==> config.mk <==
export PLATFORM = sky130hd
export DESIGN_NAME = i2c_reg_master
export DESIGN_NICKNAME = d
export VERILOG_FILES = /design/src/i2c_reg_pkg.sv /design/src/bit_link_if.sv /design/src/i2c_bit_engine.sv /design/src/i2c_reg_master.sv
export VERILOG_INCLUDE_DIRS = /design/src
export SDC_FILE = /design/constraint.sdc
export NUM_CORES = 1
export LEC_CHECK = 0
export BUFFER_PORTS_ARGS = -buffer_cell sky130_fd_sc_hd__buf_2
export CORE_MARGIN = 4
export CORE_UTILIZATION = 40
export DETAILED_ROUTE_END_ITERATION = 8
export SLEW_MARGIN = 20
export SYNTH_ARGS = -nofsm -noshare
export SYNTH_HDL_FRONTEND = slang
export SYNTH_SLANG_ARGS = --single-unit
==> constraint.sdc <==
create_clock -name clk_in -period 211.2 [get_ports clk_in]
set_clock_uncertainty 0.2 [all_clocks]
set_input_delay 42.24 -clock clk_in [delete_from_list [all_inputs] [get_ports clk_in]]
set_output_delay 42.24 -clock clk_in [all_outputs]
set_load 0.02 [all_outputs]
==> src/i2c_reg_consts.svh <==
// constants for the i2c register-access controller
`ifndef I2C_REG_CONSTS_SVH
`define I2C_REG_CONSTS_SVH
`define CLK_HZ            200000000
`define RATE_100K_HZ      100000
`define RATE_250K_HZ      250000
`define RATE_400K_HZ      400000
`define RECOVERY_US       500
`define RECOVERY_CYCLES   ((`RECOVERY_US * (`CLK_HZ / 1000000)))
`define CFG_NO_RECOVERY   0
`define RW_WRITE          1'b0
`define RW_READ           1'b1
`define STATUS_OK         2'h0
`define STATUS_NACK       2'h1
`define STATUS_BAD_RATE   2'h2
`define STATUS_NOT_OPEN   2'h3
`endif

==> src/i2c_reg_pkg.sv <==
// types for the i2c register-access controller
package i2c_reg_pkg;
  typedef enum logic [3:0] {
    ST_CLOSED  = 4'b0000,
    ST_RECOVER = 4'b0001,
    ST_IDLE    = 4'b0010,
    ST_START   = 4'b0011,
    ST_BYTE    = 4'b0100,
    ST_ACK     = 4'b0101,
    ST_RSTART  = 4'b0110,
    ST_STOP    = 4'b0111,
    ST_DONE    = 4'b1000
  } ctl_state_e;
  typedef enum logic [1:0] {
    BIT_START = 2'b00,
    BIT_DATA  = 2'b01,
    BIT_STOP  = 2'b10,
    BIT_RSTRT = 2'b11
  } bit_kind_e;
endpackage

==> src/bit_link_if.sv <==
// request/answer link between the byte sequencer and the bit engine
interface bit_link_if;
  import i2c_reg_pkg::*;
  logic      req;
  bit_kind_e kind;
  logic      sda_out;
  logic      done;
  logic      sda_in;
  modport seq (output req, output kind, output sda_out,
               input done, input sda_in);
  modport eng (input req, input kind, input sda_out,
               output done, output sda_in);
endinterface

==> src/i2c_bit_engine.sv <==
// one i2c bit, start, stop or repeated start as four quarter phases
module i2c_bit_engine
  import i2c_reg_pkg::*;
(
  input  wire logic        clk_in,
  input  wire logic        reset_in,
  input  wire logic [15:0] quarter_in,
  input  wire logic        sda_pin_in,
  output logic             scl_oe_out,
  output logic             sda_oe_out,
  bit_link_if.eng          lnk
);
  logic [15:0] cnt_r;
  logic [1:0]  ph_r;
  logic        busy_r;
  logic [2:0]  sync_r;
  logic        sda_q_r;
  logic        tick;
  logic        scl_low;
  logic        sda_low;

  // sda changes count once the second and third stages agree
  always_ff @(posedge clk_in) begin
    if (reset_in) begin
      sync_r  <= 3'h7;
      sda_q_r <= 1'b1;
    end else begin
      sync_r <= {sync_r[1:0], sda_pin_in};
      if (sync_r[1] == sync_r[2])
        sda_q_r <= sync_r[2];
    end
  end

  assign tick = busy_r && (cnt_r == quarter_in);

  // line levels per phase; oe high pulls the wire low
  always_comb begin
    scl_low = 1'b0;
    sda_low = 1'b0;
    case (lnk.kind)
      BIT_START: begin
        scl_low = (ph_r == 2'h3);
        sda_low = (ph_r >= 2'h2);
      end
      BIT_RSTRT: begin
        scl_low = (ph_r == 2'h0) || (ph_r == 2'h3);
        sda_low = (ph_r >= 2'h2);
      end
      BIT_STOP: begin
        scl_low = (ph_r == 2'h0);
        sda_low = (ph_r <= 2'h2);
      end
      default: begin
        scl_low = (ph_r == 2'h0) || (ph_r == 2'h3);
        sda_low = !lnk.sda_out;
      end
    endcase
  end

  always_ff @(posedge clk_in) begin
    if (reset_in) begin
      cnt_r      <= 16'h0000;
      ph_r       <= 2'h0;
      busy_r     <= 1'b0;
      lnk.done   <= 1'b0;
      lnk.sda_in <= 1'b1;
      scl_oe_out <= 1'b0;
      sda_oe_out <= 1'b0;
    end else begin
      lnk.done <= 1'b0;
      if (!busy_r && lnk.req && !lnk.done) begin
        busy_r <= 1'b1;
        ph_r   <= 2'h0;
        cnt_r  <= 16'h0000;
      end else if (tick) begin
        cnt_r <= 16'h0000;
        // sample data at the end of scl high, as phase 2 ends
        if (ph_r == 2'h2)
          lnk.sda_in <= sda_q_r;
        if (ph_r == 2'h3) begin
          busy_r   <= 1'b0;
          lnk.done <= 1'b1;
        end
        ph_r <= ph_r + 2'h1;
      end else if (busy_r) begin
        cnt_r <= cnt_r + 16'h0001;
      end
      scl_oe_out <= busy_r ? scl_low : scl_oe_out;
      sda_oe_out <= busy_r ? sda_low : sda_oe_out;
    end
  end
endmodule

==> src/i2c_reg_master.sv <==
// single-master i2c controller doing 8-bit register writes and reads
// Summary of operation
// - clock rate 100k, 250k or 400k only
// - 500 us low recovery pulse unless bit0
// - close releases bus; repeated close harmless
// - seven-bit target address per access
// - eight-bit register index sent each access
// - byte write stores one data byte
// - only low eight data bits transmitted
// - byte read returns one byte to host
// - sole master, no arbitration logic
// - master always drives scl; sda shared
`include "i2c_reg_consts.svh"
module i2c_reg_master
  import i2c_reg_pkg::*;
#(
  parameter int CLK_HZ     = `CLK_HZ,
  parameter int REC_CYCLES = `RECOVERY_CYCLES
)(
  input  wire logic        clk_in,
  input  wire logic        reset_in,
  input  wire logic        open_request_in,
  input  wire logic [31:0] clock_rate_select_in,
  input  wire logic [31:0] config_flags_in,
  input  wire logic        close_request_in,
  input  wire logic        byte_write_op_in,
  input  wire logic        byte_read_op_in,
  input  wire logic [6:0]  target_address_in,
  input  wire logic [7:0]  register_index_in,
  input  wire logic [31:0] register_value_in,
  input  wire logic        sda_in,
  output logic             scl_out,
  output logic             scl_oe_out,
  output logic             sda_out,
  output logic             sda_oe_out,
  output logic             is_open_out,
  output logic             busy_out,
  output logic             done_out,
  output logic [1:0]       status_out,
  output logic [7:0]       register_value_out
);
  initial begin
    if (CLK_HZ < 4 * `RATE_400K_HZ || REC_CYCLES < 1)
      $error("clock too slow for 400 kHz or bad recovery count");
  end

  bit_link_if lnk();
  ctl_state_e st_r;
  logic [15:0] quarter_r;
  logic [31:0] rec_r;
  logic        rd_r;
  logic [6:0]  addr_r;
  logic [7:0]  idx_r;
  logic [7:0]  data_r;
  logic [7:0]  sh_r;
  logic [2:0]  bit_r;
  logic [1:0]  byte_r;
  logic        phase_rd_r;
  logic        req_r;
  bit_kind_e   kind_r;
  logic        sdo_r;
  logic        rate_ok;
  logic [15:0] rate_q;
  logic        op_go;
  logic        last_byte;
  logic        eng_scl_oe;
  logic        eng_sda_oe;
  logic        rec_hold_r;
  logic [1:0]  res_status_r;
  logic [7:0]  res_data_r;

  function automatic logic [15:0] quarter_of(input logic [31:0] hz);
    quarter_of = 16'((CLK_HZ / 4) / hz - 1);
  endfunction

  // rate table
  assign rate_ok = (clock_rate_select_in == `RATE_100K_HZ) ||
                   (clock_rate_select_in == `RATE_250K_HZ) ||
                   (clock_rate_select_in == `RATE_400K_HZ);
  assign rate_q  = rate_ok ? quarter_of(clock_rate_select_in) : 16'h0000;
  assign op_go   = byte_write_op_in || byte_read_op_in;
  // read: byte 3 is the data-in byte; write: byte 2 is data
  assign last_byte = rd_r ? (byte_r == 2'h3) : (byte_r == 2'h2);

  assign lnk.req     = req_r;
  assign lnk.kind    = kind_r;
  assign lnk.sda_out = sdo_r;

  i2c_bit_engine u_eng (
    .clk_in     (clk_in),
    .reset_in   (reset_in),
    .quarter_in (quarter_r),
    .sda_pin_in (sda_in),
    .scl_oe_out (eng_scl_oe),
    .sda_oe_out (eng_sda_oe),
    .lnk        (lnk)
  );

  // open drain: output is always low, oe pulls the line
  always_ff @(posedge clk_in) begin
    scl_out <= 1'b0;
    sda_out <= 1'b0;
  end

  // recovery holds both lines low until the stop bit takes over
  always_ff @(posedge clk_in) begin
    if (reset_in) begin
      rec_hold_r <= 1'b0;
      scl_oe_out <= 1'b0;
      sda_oe_out <= 1'b0;
    end else begin
      if (st_r == ST_RECOVER)
        rec_hold_r <= 1'b1;
      else if (st_r == ST_STOP && eng_scl_oe)
        rec_hold_r <= 1'b0;
      // handover needs no gap, or the lines would glitch high
      scl_oe_out <= eng_scl_oe || rec_hold_r;
      sda_oe_out <= eng_sda_oe || rec_hold_r;
    end
  end

  always_ff @(posedge clk_in) begin
    if (reset_in) begin
      st_r <= ST_CLOSED; quarter_r <= 16'h0000; rec_r <= 32'h0;
      rd_r <= 1'b0; addr_r <= 7'h00; idx_r <= 8'h00; data_r <= 8'h00;
      sh_r <= 8'h00; bit_r <= 3'h0; byte_r <= 2'h0; phase_rd_r <= 1'b0;
      req_r <= 1'b0; kind_r <= BIT_DATA; sdo_r <= 1'b1;
      is_open_out <= 1'b0; busy_out <= 1'b0; done_out <= 1'b0;
      status_out <= `STATUS_OK; register_value_out <= 8'h00;
      res_status_r <= `STATUS_OK; res_data_r <= 8'h00;
    end else begin
      done_out <= 1'b0;
      if (lnk.done)
        req_r <= 1'b0;
      case (st_r)
        ST_CLOSED: begin
          if (open_request_in) begin
            done_out <= 1'b1;
            if (!rate_ok) begin
              status_out <= `STATUS_BAD_RATE;
            end else begin
              quarter_r   <= rate_q;
              is_open_out <= 1'b1;
              if (!config_flags_in[`CFG_NO_RECOVERY]) begin
                rec_r <= 32'(REC_CYCLES);
                res_status_r <= `STATUS_OK;
                busy_out <= 1'b1;
                done_out <= 1'b0;
                st_r <= ST_RECOVER;
              end else begin
                status_out <= `STATUS_OK;
                st_r <= ST_IDLE;
              end
            end
          end else if (op_go) begin
            done_out   <= 1'b1;
            status_out <= `STATUS_NOT_OPEN;
          end
          // close when closed
          // a close here needs no action and touches no line
        end
        ST_RECOVER: begin
          if (rec_r != 32'h0) begin
            rec_r <= rec_r - 32'h1;
            if (rec_r == 32'h1) begin
              kind_r <= BIT_STOP;
              req_r  <= 1'b1;
              st_r   <= ST_STOP;
            end
          end
        end
        ST_IDLE: begin
          if (close_request_in) begin
            is_open_out <= 1'b0;
            st_r <= ST_CLOSED;
          end else if (op_go) begin
            rd_r   <= byte_read_op_in;
            addr_r <= target_address_in;
            idx_r  <= register_index_in;
            data_r <= register_value_in[7:0];
            busy_out <= 1'b1;
            byte_r <= 2'h0;
            phase_rd_r <= 1'b0;
            kind_r <= BIT_START;
            req_r  <= 1'b1;
            st_r   <= ST_START;
          end
        end
        ST_START, ST_RSTART: begin
          if (lnk.done) begin
            sh_r   <= {addr_r, phase_rd_r ? `RW_READ : `RW_WRITE};
            bit_r  <= 3'h7;
            kind_r <= BIT_DATA;
            sdo_r  <= phase_rd_r ? addr_r[6] : addr_r[6];
            req_r  <= 1'b1;
            st_r   <= ST_BYTE;
          end else if (!req_r) begin
            req_r <= 1'b1;
          end
        end
        ST_BYTE: begin
          if (lnk.done) begin
            sh_r <= {sh_r[6:0], lnk.sda_in};
            if (bit_r == 3'h0) begin
              // master acks nothing: nack after the read byte
              sdo_r <= (byte_r == 2'h3) ? 1'b1 : 1'b1;
              req_r <= 1'b1;
              st_r  <= ST_ACK;
            end else begin
              bit_r <= bit_r - 3'h1;
              sdo_r <= (byte_r == 2'h3) ? 1'b1 : sh_r[6];
              req_r <= 1'b1;
            end
          end else if (!req_r && bit_r == 3'h7) begin
            sdo_r <= (byte_r == 2'h3) ? 1'b1 : sh_r[7];
            req_r <= 1'b1;
          end
        end
        ST_ACK: begin
          if (lnk.done) begin
            if (byte_r != 2'h3 && lnk.sda_in) begin
              res_status_r <= `STATUS_NACK;
              kind_r <= BIT_STOP;
              req_r  <= 1'b1;
              st_r   <= ST_STOP;
            end else if (last_byte) begin
              if (rd_r)
                res_data_r <= sh_r;
              res_status_r <= `STATUS_OK;
              kind_r <= BIT_STOP;
              req_r  <= 1'b1;
              st_r   <= ST_STOP;
            end else if (rd_r && byte_r == 2'h1) begin
              phase_rd_r <= 1'b1;
              byte_r <= 2'h2;
              kind_r <= BIT_RSTRT;
              req_r  <= 1'b1;
              st_r   <= ST_RSTART;
            end else begin
              byte_r <= byte_r + 2'h1;
              sh_r   <= (byte_r == 2'h0) ? idx_r :
                        (rd_r ? 8'hff : data_r);
              bit_r  <= 3'h7;
              kind_r <= BIT_DATA;
              st_r   <= ST_BYTE;
            end
          end
        end
        ST_STOP: begin
          if (lnk.done)
            st_r <= ST_DONE;
        end
        ST_DONE: begin
          // results change only together with the answer pulse
          busy_out <= 1'b0;
          done_out <= 1'b1;
          status_out <= res_status_r;
          register_value_out <= res_data_r;
          st_r <= ST_IDLE;
        end
        default: st_r <= ST_CLOSED;
      endcase
    end
  end
endmodule

After elaboration in Yosys (flattened, before gate mapping):

Cells that the tools add are included.

* flip-flop bits (word level): 147
* bits of input ports: 118
* word-level logic and storage cells: 267

* add/sub/neg operators: 6
* div/mod/pow operators: 1
* $lt $le $gt $ge: 2
* equal/unequal tests: 46
* mux-type cells: 118
* bitwise operators: 4
* reductions and logical operators: 57

Operator list (count)
* 32-bit two-way mux: 4
* 8-bit two-way mux: 8
* 32-bit case mux with 2 select lines: 1
* 2-bit two-way mux: 27
* 1-bit two-way mux: 45
* 4-bit two-way mux: 11
* 26-bit by 32-bit divider with 32-bit output (first input constant): 1
* 32-bit by 1-bit == test with 1-bit output (second input constant): 1
* 32-bit by 17-bit == test with 1-bit output (second input constant): 1
* 32-bit by 18-bit == test with 1-bit output (second input constant): 1
* 32-bit by 19-bit == test with 1-bit output (second input constant): 1
* 4-bit case mux with 8 select lines: 1
* 32-bit nonzero test: 1
* 32-bit by 1-bit subtractor with 32-bit output (second input constant): 1
* 2-bit != test (second input constant): 13
* 8-bit case mux with 3 select lines: 1
* 3-bit two-way mux: 7
* 7-bit AND reduction: 3
* 6-bit AND reduction: 3
* 2-bit nonzero test: 9
* 16-bit by 1-bit adder with 16-bit output (second input constant): 1
* 16-bit == test: 1
* 4-bit by 3-bit == test with 1-bit output (second input constant): 4
* 16-bit by 1-bit subtractor with 16-bit output (second input constant): 1
* other kinds (38): 87

Longest topological paths before layout:

* depth after elaboration: 7
* depth in mapped cells: 342

Modules after synthesis:

From an unflattened synthesis, not the netlist that was laid out.

* cells, all modules: 5670
* area total of the unflattened synthesis: 39027.4 µm²

Modules (own cells, without submodules)
* i2c_reg_master: instances 1, cells each 5506, area an instance 37617.3 µm², sequential area each 2382.3 µm²
* i2c_bit_engine: instances 1, cells each 164, area an instance 1410.1 µm², sequential area each 540.5 µm²

Worst setup path before layout:

OpenSTA, ideal clock, no wires.

* path type: input-to-reg
* from: input port clock_rate_select_in[13]
* to: register quarter_r[12]
* setup time: 78 ps
* arrival time: 111066 ps
* slack: 99856 ps
* stages on the path: 313
* cell sequence: or4_1 > nor4_1 > nand2_1 > a211oi_1 > ha_1 > o21ba_2 > o311a_1 > a211o_1 > a21oi_1 > ha_1 > a21o_1 > a31oi_1 > mux2_2 > nor3_1 > ha_1 > o21ai_0 > a21oi_1 > o311ai_0 > [... 277 more ...] > clkbuf_1 > nor2_1 > a221o_1 > ha_1 > a21o_1 > a21o_1 > a21o_1 > a21o_1 > a21o_1 > a21o_1 > a21oi_1 > nor2_1 > nor4_1 > ha_1 > nand4_1 > o311ai_0 > o41ai_1 > nor3_1

* cells in the longest elaborated chain, start to end: 4
* elaborated cells on any way between the ends: 8
* those cells by class: add/sub (1); div (1); eq/ne (3); reduce/logical (3)

Ends and longest elaborated chain
* start: declaration: RTL line i2c_reg_master.sv:23 `input wire logic [31:0] clock_rate_select_in,`
* parallel branches: the longest is 4 deep, another holds 26-bit by 32-bit divider with 32-bit output
* end signal: assignment: RTL line i2c_reg_master.sv:142 `quarter_r <= rate_q;`
* end: declaration: RTL line i2c_reg_master.sv:49 `logic [15:0] quarter_r;`

Parallel ways; which one is timed is not known.
A chain may end at the register's enable or synchronous reset.

Worst setup path after layout:

* from: input port clock_rate_select_in[22]
* to: register quarter_r[12]

The elaborated chain is that of the path after synthesis.

==> summary.json <==
{
  "global_route": {
    "pin_count_of_the_biggest_net_entering_global_routing": 67,
    "antenna_violations_before_repair": 3,
    "grt_overflow": 0,
    "first_global_vias": 39200,
    "grtUsageTotal": 0.280,
    "wire_length_of_the_first_global_routing_pass_mm": 230
  },
  "synthesis": {
    "main_combinational_cell_family_by_area_after_synthesis": "compound AO/OA/AOI/OAI gates",
    "netlist.top_cell.by_area": "ha_1",
    "ys_ff_latch": 146,
    "synth_xor_xnor_area_share": 0.0973,
    "synth.lib_cells_used.distinct": 101,
    "yosysSeqAreaShare": 0.0759,
    "yosysWarnings": 0,
    "share_of_synthesized_registers_carrying_an_async_set_or_reset": 0,
    "synth.area.top_cells": "ha_1, dfxtp_1, a21oi_1",
    "synth-compound-area-share": 0.343,
    "post_synthesis_mux_area_share": 0.0257,
    "mappedNetlistArea_mm2": 0.0385,
    "synth-edff-count": 0,
    "synthCells": 5644,
    "yosys.area_share.simple": 0.251,
    "synthAdderAreaFrac": 0.166,
    "postSynthAreaPerCell_um2": 6.83,
    "ys_dominant_reg_cell": "dfxtp_1",
    "synth_top_cell_area_share": 0.166
  },
  "sta": {
    "timing.final.setup_violations": 0,
    "finalCritPeriodShare": 0.613,
    "slew_violations": 0,
    "rsz0062_at_grt": "no",
    "max_slew.worst_pin.slew_ps": 1300,
    "hold_viol": 0,
    "finalCriticalPeriod_ps": 129570,
    "max_clock_freq_mhz": 7.72,
    "totalNegativeSetupSlack_ps": 0,
    "slew_headroom": 0.123
  },
  "route": {
    "wire_per_inst_um": 21.8,
    "dr.first_iter.drc_count": 4029,
    "drt_drc_violations_left": 0,
    "drt_via_density": 6.28,
    "drtPass1Iterations": 6,
    "routed-via-count": 43400,
    "routed_wirelength_mm": 151,
    "route.antenna.remaining_nets": 0
  },
  "cts": {
    "cts_hold_repair.buffers": 0,
    "cts_tree": "done",
    "cts.htree.levels": 4,
    "postCtsSetupBuffers": 0,
    "cts-resized-gates": 0,
    "clkTransAtPathRegs_ps": 60,
    "worstSkewPairLatency_ps": 420,
    "numCtsBuffers": 17,
    "cts.root.buffer_cell": "clkbuf_16",
    "numClockSinks": 146,
    "clk_path_buf_depth": 2
  },
  "die": {
    "die-area_mm2": 0.101,
    "floorplan.initialDensity": 0.404,
    "rows": 113,
    "die_y_um": 318,
    "placeable_core_region_mm2": 0.0953,
    "top_level_port_count": 135,
    "die_x_um": 318
  },
  "min_path": {
    "holdCritPathClass": "reg2reg",
    "whs_path_depth": 1
  },
  "pwr": {
    "irDropWorstVdd_uv": 10.4,
    "power_per_cell_area_mw_per_mm2": 3.57,
    "p_leak_nw": 18.0
  },
  "layout": {
    "most_common_library_cell_in_the_layout_ignoring_fill_and_taps": "nor2_1",
    "antenna_cells": 0,
    "final_instance_count_without_filler_cells": 6913,
    "flow.area_growth_from_synthesis_pct": 6.69,
    "register_area_mm2": 0.00292,
    "nNetsFinal": 6265,
    "filler_cell_count": 10100,
    "most-common-layout-cells": "nor2_1, nand2_1, a21oi_1, ha_1, o21ai_0",
    "post_route_cells_drive_above_1_share": 0.0708,
    "multi_input_area_mm2": 0.0342
  },
  "placement": {
    "place.port_buffers": 77,
    "place_congestion": 1.00,
    "place.detailed.instances": 6881,
    "hpwl_mm": 118
  },
  "critical_path": {
    "cp_data_required_time_ps": 211340,
    "cp.arrival_ps": 129700,
    "worst_path_max_delay_cell": "nor4_1",
    "worstSetupPathType": "in2reg",
    "critical_path.endpoint_type": "flop",
    "crit_path_max_fanout": 42,
    "r2r_cells": 13,
    "start_kind": "input pin",
    "cp_slowest_stage_delay_ps": 1040,
    "top_cell_by_count_worst_path": "ha_1"
  },
  "run_status": {
    "status": "finished clean"
  },
  "job": {
    "cap_violations": 0
  }
}
[report_power, final]
part           switching (mW)  leakage (nW)  internal [mW]
Sequential            0.00424          1.18         0.0317
Clock                  0.0118         0.290         0.0184
Combinational          0.0489          16.5         0.0319
[cell type report]
cell class | instances | share of cell area
clock buffers | 21 | 0.0114
clock inverters | 11 | 0.00304
inverters | 200 | 0.0183
multi-input cells | 5102 | 0.832
flip-flops and latches | 146 | 0.0711
well taps | 1265 | 0.0385
repair buffers | 168 | 0.0261
[cell families (layout without fill, tap and decap cells)]
group | count (synthesis) | after routing
AND/OR/NAND/NOR | 2072 | 2072
AO/OA/AOI/OAI | 1994 | 1994
adder cells (fa/ha/maj) | 512 | 512
XOR/XNOR | 428 | 428
buffers and inverters | 398 | 400
flip-flops | 146 | 146
multiplexers | 93 | 93
other | 1 | 3
[path summary, 6_finish.rpt]
path,startpoint,to,slack (ps)
hold / removal,u_eng.sync_r[0],u_eng.sync_r[1],200
hold reg to reg,u_eng.sync_r[0],u_eng.sync_r[1],200
setup / recovery,clock_rate_select_in[22],quarter_r[12],81630
setup reg to reg,rec_r[3],rec_r[31],207070
[registers in the layout, indices dropped and copies added (netlist names), 3 cells and up]
register,cells
addr_r,7
u_eng.cnt_r,16
idx_r,8
u_eng.sync_r,3
bit_r,3
sh_r,8
res_data_r,8
st_r,4
rec_r,32
quarter_r,16
data_r,8
register_value_out,8
[critical path, delay by kind of cell]
family | cells | cell delay [ps]
AO/OA/AOI/OAI | 155 | 47210
AND/OR/NAND/NOR | 80 | 23280
buffers and inverters | 23 | 5790
multiplexers | 1 | 400
adder cells (fa/ha/maj) | 31 | 10400
[stage by stage]
step	power, mW	hold WS, ps	setup WS (ps)	area (um^2)	utilization
global route	0.160	222	76950	41100	0.431
finish	0.147	202	81630	41100	0.431
detailed placement	0.116	203	83450	40500	0.425
CTS	0.147	208	83590	41100	0.431
floorplan	0.0969	189	99860	38500	-
global placement	0.115	190	83640	40500	0.425
[routing by layer]
metal	vias up	track usage	part of all wire	wire length [um]
met4	0	0.108	0.045	6740
li1	21000	-	-	-
met1	20400	0.401	0.46	68800
met2	1685	0.434	0.42	63700
met5	-	0	0	0
met3	261	0.0258	0.078	11700
[cell usage after synthesis (54+ instances only)]
library cell / instances
nor2_1: 667
nand2_1: 609
a21oi_1: 528
ha_1: 512
o21ai_0: 346
xnor2_1: 274
a21o_1: 207
inv_1: 198
xor2_1: 154
clkbuf_1: 152
dfxtp_1: 146
o21a_1: 131
nor3_1: 129
nand3_1: 127
a31oi_1: 96
nand2b_1: 85
a211oi_1: 82
o211ai_1: 78
o31ai_1: 61
nor2b_1: 55
nand4_1: 54
Note: power is estimated with default switching activity, not from simulation.
